## src/common/timer_one_pkg.sv

```systemverilog
// Package: register map, field positions and constants of the 16-bit timer
package timer_one_pkg;

    // Byte addresses on the register bus
    localparam logic [3:0] ADDR_CONTROL = 4'h0;
    localparam logic [3:0] ADDR_LOW     = 4'h4;
    localparam logic [3:0] ADDR_HIGH    = 4'h8;
    localparam logic [3:0] ADDR_STATUS  = 4'hc;

    // Control register field positions
    localparam int BIT_WIDE_ACCESS = 7;
    localparam int BIT_UNUSED      = 6;
    localparam int BIT_PRESC_HI    = 5;
    localparam int BIT_PRESC_LO    = 4;
    localparam int BIT_OSC_ENABLE  = 3;
    localparam int BIT_SYNC_DIS    = 2;
    localparam int BIT_CLK_SOURCE  = 1;
    localparam int BIT_RUN         = 0;

    // Status register field positions
    localparam int BIT_OVERFLOW    = 0;
    localparam int BIT_OSC_RUNNING = 1;

    // Values after reset
    localparam logic [7:0]  CONTROL_RESET = 8'h00;
    localparam logic [15:0] COUNT_RESET   = 16'h0000;
    localparam logic [15:0] COUNT_MAX     = 16'hffff;

    // Core clock cycles per instruction cycle
    localparam int INSTR_DIV = 4;

    // Operating modes
    typedef enum logic [1:0] {
        MODE_TIMER,
        MODE_SYNC_COUNT,
        MODE_ASYNC_COUNT
    } mode_t;

endpackage

```

## src/common/prescale_if.sv

```systemverilog
// Interface: raw count ticks into the prescaler and divided ticks out
`timescale 1ns/1ps
interface prescale_if;
    logic       rawTick;
    logic       clear;
    logic [1:0] select;
    logic       outTick;

    modport source (output rawTick, output clear, output select,
                    input outTick);
    modport divider (input rawTick, input clear, input select,
                     output outTick);
endinterface

```

## src/core/sixteen_bit_timer_counter.sv

```systemverilog
// Module: 16-bit timer/counter with Avalon-MM register access
//
// Notes on behaviour
// - Wide mode: count in two byte accesses, high byte via buffer
// - Byte mode: each byte accessed directly
// - Prescale select: 00/01/10/11 give 1/2/4/8
// - Crystal oscillator enabled only by its bit
// - External clock synchronised unless sync disabled
// - Internal source ignores sync disable bit
// - Source 0 is Fosc/4, 1 external pin or oscillator
// - Counts only while run bit set
// - Three modes: timer, sync, async counter
// - Timer mode ticks once per instruction cycle
// - External edge from pin or oscillator
// - Oscillator enable forces both pins input
// - Compare unit reset input clears count
// - Oscillator and async count survive sleep
// - Count wraps FFFF to 0, sets overflow
// - Wide low read latches high byte
// - Wide low write loads high from buffer
// - Only low byte writes clear prescaler
//
// The Avalon-MM slave port and the placing of the registers are this design's own decisions.
`timescale 1ns/1ps
module sixteen_bit_timer_counter
    import timer_one_pkg::*;
(
    input  wire logic        clk,
    input  wire logic        rst,
    // Avalon-MM slave
    input  wire logic [3:0]  address,
    input  wire logic        read,
    input  wire logic        write,
    input  wire logic [31:0] writedata,
    output logic      [31:0] readdata,
    output logic             waitrequest,
    // Pins and neighbours
    input  wire logic        extCountPin,
    input  wire logic        oscClockIn,
    input  wire logic [1:0]  portDirectionBits,
    input  wire logic        compareReset,
    input  wire logic        sleepMode,
    output logic             oscEnable,
    output logic [1:0]       pinOutputEnable,
    output logic             overflowFlag,
    output logic [15:0]      countValue
);
    // Register state
    logic [7:0]  control_q;
    logic [15:0] count_q;
    logic [7:0]  highBuffer_q;
    logic        overflow_q;
    logic [31:0] readdata_q;
    logic        ack_q;

    // Control fields
    logic        wideAccess;
    logic [1:0]  prescSelect;
    logic        syncDisable;
    logic        clockSource;
    logic        runEnable;

    // Bus decode
    logic        request;
    logic        accept;
    logic        capture;
    logic        writeAccept;
    logic        hitControl;
    logic        hitLow;
    logic        hitHigh;
    logic        hitStatus;

    // Tick path
    logic [1:0]  instrDiv_q;
    logic        instrTick;
    logic        extLevel;
    logic        extEdge;
    logic        sourceTick;
    logic        countTick;
    logic        wrap;
    mode_t       mode;

    prescale_if presc ();

    // Field extraction
    assign wideAccess  = control_q[BIT_WIDE_ACCESS];
    assign prescSelect = control_q[BIT_PRESC_HI:BIT_PRESC_LO];
    assign oscEnable   = control_q[BIT_OSC_ENABLE];
    assign syncDisable = control_q[BIT_SYNC_DIS];
    assign clockSource = control_q[BIT_CLK_SOURCE];
    assign runEnable   = control_q[BIT_RUN];

    // Address decode
    assign hitControl = (address == ADDR_CONTROL);
    assign hitLow     = (address == ADDR_LOW);
    assign hitHigh    = (address == ADDR_HIGH);
    assign hitStatus  = (address == ADDR_STATUS);

    // One wait cycle: data is captured first, then the request accepted
    assign request     = read || write;
    assign capture     = request && !ack_q;
    assign accept      = request && ack_q;
    assign writeAccept = write && ack_q;
    assign waitrequest = request && !ack_q;

    always_ff @(posedge clk or posedge rst) begin
        if (rst) begin
            ack_q <= 1'b0;
        end else begin
            ack_q <= capture;
        end
    end

    // Read data mux, registered at the capture edge
    always_ff @(posedge clk or posedge rst) begin
        if (rst) begin
            readdata_q <= 32'h0000_0000;
        end else if (capture && read) begin
            readdata_q <= 32'h0000_0000;
            if (hitControl) begin
                // Unused bit always reads back as zero
                readdata_q[7:0] <= control_q;
            end else if (hitLow) begin
                readdata_q[7:0] <= count_q[7:0];
            end else if (hitHigh) begin
                // Wide mode reads the buffer, byte mode the live byte
                readdata_q[7:0] <= wideAccess ? highBuffer_q
                                              : count_q[15:8];
            end else if (hitStatus) begin
                readdata_q[BIT_OVERFLOW]    <= overflow_q;
                readdata_q[BIT_OSC_RUNNING] <= oscEnable;
            end
        end
    end

    assign readdata = readdata_q;

    // Control register; bit 6 never stores a one
    always_ff @(posedge clk or posedge rst) begin
        if (rst) begin
            control_q <= CONTROL_RESET;
        end else if (writeAccept && hitControl) begin
            control_q                <= writedata[7:0];
            control_q[BIT_UNUSED]    <= 1'b0;
        end
    end

    // High byte buffer: loaded by wide low reads and wide high writes
    always_ff @(posedge clk or posedge rst) begin
        if (rst) begin
            highBuffer_q <= 8'h00;
        end else if (wideAccess && capture && read && hitLow) begin
            // Snapshot taken with the low byte so no rollover splits them
            highBuffer_q <= count_q[15:8];
        end else if (wideAccess && writeAccept && hitHigh) begin
            highBuffer_q <= writedata[7:0];
        end
    end

    // Operating mode from source and sync bits
    always_comb begin
        if (!clockSource) begin
            mode = MODE_TIMER;
        end else if (syncDisable) begin
            mode = MODE_ASYNC_COUNT;
        end else begin
            mode = MODE_SYNC_COUNT;
        end
    end

    // Instruction cycle enable: one pulse every INSTR_DIV core clocks
    always_ff @(posedge clk or posedge rst) begin
        if (rst) begin
            instrDiv_q <= 2'h0;
        end else if (instrDiv_q == 2'(INSTR_DIV - 1)) begin
            instrDiv_q <= 2'h0;
        end else begin
            instrDiv_q <= instrDiv_q + 2'h1;
        end
    end

    assign instrTick = (instrDiv_q == 2'(INSTR_DIV - 1));

    // External source: oscillator output when enabled, else the pin
    assign extLevel = oscEnable ? oscClockIn : extCountPin;

    edge_catcher u_edge (
        .clk        (clk),
        .rst        (rst),
        .pinLevel   (extLevel),
        .bypassSync (syncDisable),
        .risePulse  (extEdge)
    );

    // Source select; in sleep only the async counter keeps running
    always_comb begin
        unique case (mode)
            MODE_TIMER:       sourceTick = instrTick && !sleepMode;
            MODE_SYNC_COUNT:  sourceTick = extEdge && !sleepMode;
            MODE_ASYNC_COUNT: sourceTick = extEdge;
        endcase
    end

    // Prescaler runs only while counting is enabled
    assign presc.rawTick = sourceTick && runEnable;
    assign presc.select  = prescSelect;
    assign presc.clear   = writeAccept && hitLow;

    input_prescaler u_presc (
        .clk   (clk),
        .rst   (rst),
        .presc (presc)
    );

    assign countTick = presc.outTick;
    assign wrap      = countTick && (count_q == COUNT_MAX);

    // Counter: bus writes win over compare reset, which wins over ticks
    always_ff @(posedge clk or posedge rst) begin
        if (rst) begin
            count_q <= COUNT_RESET;
        end else if (writeAccept && hitLow) begin
            count_q[7:0] <= writedata[7:0];
            if (wideAccess) begin
                count_q[15:8] <= highBuffer_q;
            end
        end else if (writeAccept && hitHigh && !wideAccess) begin
            count_q[15:8] <= writedata[7:0];
        end else if (compareReset) begin
            count_q <= COUNT_RESET;
        end else if (countTick) begin
            count_q <= count_q + 16'h0001;
        end
    end

    // Overflow flag: write one to clear, a new wrap wins over the clear
    always_ff @(posedge clk or posedge rst) begin
        if (rst) begin
            overflow_q <= 1'b0;
        end else if (wrap && !(writeAccept && (hitLow || hitHigh))) begin
            overflow_q <= 1'b1;
        end else if (writeAccept && hitStatus && writedata[BIT_OVERFLOW]) begin
            overflow_q <= 1'b0;
        end
    end

    assign overflowFlag = overflow_q;
    assign countValue   = count_q;

    // Pin drivers: oscillator forces both pins to input
    always_comb begin
        if (oscEnable) begin
            pinOutputEnable = 2'b00;
        end else begin
            pinOutputEnable = ~portDirectionBits;
        end
    end

    // Start-up delay is software's job; no wait is enforced here

endmodule // sixteen_bit_timer_counter

```

## src/core/input_prescaler.sv

```systemverilog
// Module: 1/2/4/8 prescaler on the raw count ticks
`timescale 1ns/1ps
module input_prescaler
    import timer_one_pkg::*;
(
    input  wire logic   clk,
    input  wire logic   rst,
    prescale_if.divider presc
);
    logic [2:0] count_q;
    logic [2:0] limit;

    // Terminal count is 2^select - 1
    assign limit = 3'((4'h1 << presc.select) - 4'h1);
    assign presc.outTick = presc.rawTick && (count_q == limit);

    // Divider counter, cleared by software on demand
    always_ff @(posedge clk or posedge rst) begin
        if (rst) begin
            count_q <= 3'h0;
        end else if (presc.clear) begin
            count_q <= 3'h0;
        end else if (presc.outTick) begin
            count_q <= 3'h0;
        end else if (presc.rawTick) begin
            count_q <= count_q + 3'h1;
        end
    end
endmodule // input_prescaler

```

## src/core/edge_catcher.sv

```systemverilog
// Module: rising edge detector with optional two-stage synchroniser
`timescale 1ns/1ps
module edge_catcher (
    input  wire logic clk,
    input  wire logic rst,
    input  wire logic pinLevel,
    input  wire logic bypassSync,
    output logic      risePulse
);
    logic syncA_q;
    logic syncB_q;
    logic prev_q;
    logic chosen;

    // Two flops; the first is seen only by the second
    always_ff @(posedge clk or posedge rst) begin
        if (rst) begin
            syncA_q <= 1'b0;
            syncB_q <= 1'b0;
        end else begin
            syncA_q <= pinLevel;
            syncB_q <= syncA_q;
        end
    end

    // Bypass path trades metastability margin for two cycles less lag
    assign chosen = bypassSync ? pinLevel : syncB_q;

    always_ff @(posedge clk or posedge rst) begin
        if (rst) begin
            prev_q <= 1'b0;
        end else begin
            prev_q <= chosen;
        end
    end

    assign risePulse = chosen && !prev_q;
endmodule // edge_catcher

```

## config.mk

```make
export PLATFORM = sky130hd
export DESIGN_NAME = sixteen_bit_timer_counter
export DESIGN_NICKNAME = d
export VERILOG_FILES = /design/src/common/timer_one_pkg.sv /design/src/common/prescale_if.sv /design/src/core/sixteen_bit_timer_counter.sv /design/src/core/input_prescaler.sv /design/src/core/edge_catcher.sv
export SDC_FILE = /design/constraint.sdc
export NUM_CORES = 1
export LEC_CHECK = 0
export BUFFER_PORTS_ARGS = -buffer_cell sky130_fd_sc_hd__buf_2
export CAP_MARGIN = 40
export CORE_ASPECT_RATIO = 1.25
export CORE_UTILIZATION = 52
export DETAILED_ROUTE_END_ITERATION = 10
export PLACE_DENSITY = 0.82
export SYNTH_ARGS = -nofsm -noshare
export SYNTH_HDL_FRONTEND = slang
export SYNTH_HIERARCHICAL = 1
export SYNTH_SLANG_ARGS = --single-unit
```

## constraint.sdc

```tcl
create_clock -name clk -period 3.6 [get_ports clk]
set_input_delay 0.72 -clock clk [delete_from_list [all_inputs] [get_ports clk]]
set_output_delay 0.72 -clock clk [all_outputs]
set_load 0.02 [all_outputs]
```

Word level (Yosys, flattened, before mapping)
Index checks and enable logic that the tools add are counted.
{"block": "word_totals", "inputBits": 46, "reg_bits": 49, "word_cells": 89, "output_inout_bits": 53}
{"block": "op_classes", "shifts": 1, "n_eq_ne": 9, "mux": 25, "addsub": 4, "bitwise": 1, "n_reduce_logical": 37}
{"op": "two-way mux 8 bit", "count": 7}
{"op": "two-way mux 16 bit", "count": 3}
{"op": "logical AND 1 bit", "count": 22}
{"op": "adder 16 x 1 -> 16 bit (second input constant)", "count": 1}
{"op": "== test 16 bit (second input constant)", "count": 1}
{"op": "two-way mux 2 bit", "count": 6}
{"op": "two-way mux 3 bit", "count": 3}
{"op": "== test 4 bit (second input constant)", "count": 2}
{"op": "two-way mux 6 bit", "count": 1}
{"op": "nonzero test 3 bit", "count": 2}
{"op": "logical NOT 1 bit", "count": 5}
{"op": "== test 2 bit (second input constant)", "count": 2}
{"op": "== test 4 x 3 -> 1 bit (second input constant)", "count": 1}
{"op": "logical NOT 4 bit", "count": 1}
{"op": "two-way mux 1 bit", "count": 4}
{"op": "nonzero test 2 bit", "count": 2}
{"op": "nonzero test 4 bit", "count": 1}
{"op": "adder 3 x 1 -> 3 bit (second input constant)", "count": 1}
{"op": "== test 3 bit", "count": 1}
{"op": "case mux 1 bit (3 select lines)", "count": 1}
{"op": "<< shifter 1 x 2 -> 3 bit (first input constant)", "count": 1}
{"op": "subtractor 3 x 1 -> 3 bit (second input constant)", "count": 1}
{"op": "adder 2 x 1 -> 2 bit (second input constant)", "count": 1}
{"op": "== test 2 x 1 -> 1 bit (second input constant)", "count": 1}
{"op": "5 further kinds", "count": 6}

Depth between registers and ports, before layout
{"block": "depth", "ltp_word": 11, "ltp_mapped": 11, "depth_no_buf": 10}

Modules after synthesis
The synthesis kept the hierarchy.
{"mod": "sixteen_bit_timer_counter", "seq_area_each_um2": 1076.0, "n_inst": 1, "area_per_inst_um2": 2954.1, "cells_each": 315}
{"mod": "input_prescaler", "seq_area_each_um2": 75.1, "n_inst": 1, "area_per_inst_um2": 245.2, "cells_each": 26}
{"mod": "edge_catcher", "seq_area_each_um2": 75.1, "n_inst": 1, "area_per_inst_um2": 107.6, "cells_each": 6}

Least setup slack after synthesis
No wires, ideal clock.
{"block": "synth_timing", "kind": "input-to-reg", "start": "input oscClockIn", "end": "register count_q[13] (netlist: countValue[13])", "path_slack_ps": 821, "arrival_time_ps": 2646, "cell_stages": 10, "cell_sequence": "mux2_2 > mux2_4 > nor2b_4 > a32oi_1 > nor2b_1 > nor2b_1 > clkbuf_2 > or3_4 > a21boi_2 > a2bb2oi_2"}
{"block": "synth_via", "elab_chain_cells": 8}
{"item": "start, declared", "line_no": "sixteen_bit_timer_counter.sv:39", "source": "input wire logic oscClockIn,"}
{"item": "two-way mux 1 bit *", "line_no": "sixteen_bit_timer_counter.sv:185", "source": "assign extLevel = oscEnable ? oscClockIn : extCountPin;"}
{"item": "two-way mux 1 bit *", "line_no": "edge_catcher.sv:27", "source": "assign chosen = bypassSync ? pinLevel : syncB_q;"}
{"item": "net u_edge.chosen", "line_no": "edge_catcher.sv:13", "source": "logic chosen;"}
{"item": "logical AND 1 bit *", "line_no": "edge_catcher.sv:37", "source": "assign risePulse = chosen && !prev_q;"}
{"item": "net extEdge", "line_no": "sixteen_bit_timer_counter.sv:77", "source": "logic extEdge;"}
{"item": "logical AND 1 bit", "line_no": "sixteen_bit_timer_counter.sv:199", "source": "MODE_SYNC_COUNT: sourceTick = extEdge && !sleepMode;"}
{"item": "case mux 1 bit (3 select lines) *", "line_no": "sixteen_bit_timer_counter.sv:197", "source": "unique case (mode)"}
{"item": "logical AND 1 bit *", "line_no": "sixteen_bit_timer_counter.sv:205", "source": "assign presc.rawTick = sourceTick && runEnable;"}
{"item": "net presc.rawTick", "line_no": "prescale_if.sv:4", "source": "logic rawTick;"}
{"item": "logical AND 1 bit *", "line_no": "input_prescaler.sv:15", "source": "assign presc.outTick = presc.rawTick && (count_q == limit);"}
{"item": "net countTick", "line_no": "sixteen_bit_timer_counter.sv:79", "source": "logic countTick;"}
{"item": "nonzero test 4 bit (no source line) *"}
{"item": "end signal, assigned", "line_no": "sixteen_bit_timer_counter.sv:225", "source": "count_q[15:8] <= highBuffer_q;"}
{"item": "end signal, assigned", "line_no": "sixteen_bit_timer_counter.sv:228", "source": "count_q[15:8] <= writedata[7:0];"}
{"item": "end signal, assigned", "line_no": "sixteen_bit_timer_counter.sv:232", "source": "count_q <= count_q + 16'h0001;"}
{"item": "end, declared", "line_no": "sixteen_bit_timer_counter.sv:50", "source": "logic [15:0] count_q;"}
The timed path passes the listed nets; every way through them passes the cells marked *.
A chain may end at the register's enable or synchronous reset.

Worst setup path in the final report
{"block": "layout_timing", "start": "register control_q[3]", "end": "register count_q[13] (netlist: countValue[13])"}
{"block": "layout_via", "elab_chain_cells": 8}
{"item": "start, declared", "line_no": "sixteen_bit_timer_counter.sv:49", "source": "logic [7:0] control_q;"}
{"item": "start signal, assigned", "line_no": "sixteen_bit_timer_counter.sv:143", "source": "control_q <= writedata[7:0];"}
{"item": "two-way mux 1 bit *", "line_no": "sixteen_bit_timer_counter.sv:185"}
{"item": "net extLevel", "line_no": "sixteen_bit_timer_counter.sv:76", "source": "logic extLevel;"}
{"item": "two-way mux 1 bit *", "line_no": "edge_catcher.sv:27"}
{"item": "net u_edge.chosen", "line_no": "edge_catcher.sv:13"}
{"item": "logical AND 1 bit *", "line_no": "edge_catcher.sv:37"}
{"item": "net extEdge", "line_no": "sixteen_bit_timer_counter.sv:77"}
{"item": "logical AND 1 bit", "line_no": "sixteen_bit_timer_counter.sv:199"}
{"item": "case mux 1 bit (3 select lines) *", "line_no": "sixteen_bit_timer_counter.sv:197"}
{"item": "logical AND 1 bit *", "line_no": "sixteen_bit_timer_counter.sv:205"}
{"item": "net presc.rawTick", "line_no": "prescale_if.sv:4"}
{"item": "logical AND 1 bit *", "line_no": "input_prescaler.sv:15"}
{"item": "net countTick", "line_no": "sixteen_bit_timer_counter.sv:79"}
{"item": "nonzero test 4 bit (no source line) *"}
Marked as above.

==> metrics.yaml <==
worstSkewPairLatency_ps: 310
synthSimpleGateAreaFrac: 0.1930
dp_cells: 464
nNetsFinal: 435
setup_tns_ps: 0
cp.required_ps: 3800
holdBufCountCts: 0
post_dp_cell_area_um2: 3458
synthArstFlopShare: 1.000
synth_edf_count: 0
design_area_um2: 3546
wl_um: 8083
yosysUniqueCellTypes: 66
grt-ovfl-total: 0
worst_pin_slew_ps: 796.0
fin_crit_ps: 2747
cp_cell_sequence: "mux2_2, mux2_4, nor2b_4, a32oi_1, nor2b_1, nor2b_1, buf_4, or3_4, a21boi_2, a2bb2oi_2"
synth_top_family_by_area: "compound AO/OA/AOI/OAI gates"
rr_worst_depth: 10
firstDrtPassIters: 5
drc: 0
grt_pass1_vias: 2629
initial_utilization: 0.5363
critPathLaunch: "control_q[3]"
crit_top_cell: "nor2b_1"
critPathMaxStageDelay_ps: 470
postCtsSetupBuffers: 0
final_cell_mix: "50 x buf_2, 49 x dfrtp_1, 24 x conb_1, 23 x nor2_1, 21 x o21ai_0"
r2r-start: "control_q[3]"
die_x_um: 73.33
first_iter_violations: 309
core-area_um2: 6166
final_common_cell: "buf_2"
synth_fa_ha_area_frac: 0.01135
path_max_fanout: 10
synth_warnings: 6
ctsResizeCount: 0
grt_pass1_wl_um: 12790
critPathTopFamily: "simple AND/OR/NAND/NOR gates"
ant_nets: 0
slowest_stage: "dfrtp_1"
max_slew_margin: 0.4693
via_count: 2894
hpwl_um: 5939
worst-path-stages: 10
cap_viol_max_count: 0
area_growth_syn_to_layout_pct: 7.227
routed_via_density: 6.131
end_kind: "flop"
irDropWorstVdd_v: 0.0001610
cts_tree: "yes"
finalNonFillerCells: 472
hold_ws_ps: 266.1
path_clk_slew_ps: 90
die_area_um2: 6684
synth_area_um2: 3307
fp.dieH_um: 91.16
n_fill_cell: 567
finalSetupViolations: 0
numCtsBuffers: 5
period_share: 0.7631
cp_data_arrival_time_ps: 2950
wl_per_cell_um: 17.13
root_buffer: "clkbuf_8"
status: "complete, no violations"
leakage_nw: 1.717
min_path_type: "in2async"
critPathLaunchType: "flop"
synth_xor_area_frac: 0
clock_sinks: 49
syn_avg_cell_area_um2: 9.530
hold_viol_final: 0
antenna_found_initial: 0
antenna_cells: 0
skew_ps: 7.934
synthFlopType: "dfrtp_1"
synthMuxAreaShare: 0.06886
place_congestion: 0.8938
crit_type: "reg2reg"
powerDensity_nw_per_um2: 376.1
slew_violations: 0
rsz0062_at_grt: "false"
drive_gt1_frac: 0.2481
synth_cells: 347
crit_buf_inv: 1
fmax_mhz: 364.0
cts_buffer_depth: 2
placementRows: 32
port_buffers: 50
htree_num_levels: 2
synth.ff_latch_count: 49
synth_compound_area_frac: 0.2440
yosysSeqAreaShare: 0.3708
gr-usage-all-layers: 0.2477
grt_max_degree: 44
io-pin-count: 99
## cell usage after synthesis (6+ instances only)
library cell	number	area, um2
mux2i_1	10	100.1
nand2b_1	7	43.79
buf_2	10	50.05
o21ai_0	21	105.1
inv_1	12	45.04
buf_4	30	225.2
nor3_1	8	40.04
a22o_1	15	131.4
o22ai_1	10	62.56
a22oi_1	6	45.04
mux2_2	8	90.09
a21o_1	8	60.06
nor2_1	23	86.33
a21oi_1	17	85.08
nand3_1	7	35.03
nand2_1	17	63.81
and3_1	12	75.07
dfrtp_1	49	1226
## worst reg2reg max path, stage by stage, from the launching register on
cell and delay [ps]:
dfrtp_1 470, mux2_2 380, mux2_4 270, nor2b_4 120, a32oi_1 190, nor2b_1 140
nor2b_1 160, buf_4 180, or3_4 430, a21boi_2 170, a2bb2oi_2 140
## cell families (layout without fill, tap and decap cells)
kind of cell	Yosys count	after routing
AO/OA/AOI/OAI	111	111
AND/OR/NAND/NOR	106	106
buffers and inverters	57	74
flip-flops	49	49
multiplexers	20	20
adder cells (fa/ha/maj)	3	3
other	1	24
## worst paths after layout
path	endpoint	slack (ps)
max reg2reg	countValue[13]	850
min reg2reg	u_edge/syncB_q	360
max	countValue[13]	850
min in group clk	u_edge/syncB_q	360
max in group asynchronous	countValue[3]	2680
min	u_edge/prev_q	270
## metal layers
metal,global-route usage,vias to the layer above,part of all wire
met2,0.3897,132,0.48
met4,0.1122,0,0.034
met5,0,-,0
met3,0.04661,26,0.071
li1,-,1312,-
met1,0.3269,1424,0.41
## flip-flops by register name, indices dropped and copies added, names as in the netlist
| register | count |
|---|---|
| ack_q | 1 |
| countValue | 16 |
| u_edge/syncB_q | 1 |
| control_q | 7 |
| u_presc/count_q | 3 |
| readdata | 8 |
| u_edge/prev_q | 1 |
| overflowFlag | 1 |
| highBuffer_q | 8 |
| u_edge/syncA_q | 1 |
| instrDiv_q | 2 |
## where the power goes
group	total [W]	switching, W	internal, W
sequential	0.000697	0.0000884	0.000608
combinational	0.000301	0.000173	0.000128
clock	0.000336	0.000199	0.000137
total	0.00133	0.000460	0.000874
## layout make-up
cell class / count / area (um2) / area share
clock buffers: 6 / 72.57 / 0.02047
clock inverters: 2 / 15.01 / 0.004234
inverters: 12 / 45.04 / 0.01270
multi-input cells: 264 / 1800 / 0.5078
flip-flops and latches: 49 / 1226 / 0.3458
well taps: 85 / 106.4 / 0.02999
repair buffers: 54 / 280.3 / 0.07904
## metrics by stage
stage	total power, W	worst slack, ps	utilization
floorplan	0.0009329	821.5	-
global placement	0.0009917	624.0	0.5609
detailed placement	0.001007	590.7	0.5609
CTS	0.001331	834.1	0.5751
global route	0.001394	734.0	0.5751
finish	0.001334	852.7	0.5751
Power figures use the tool's default switching activity.
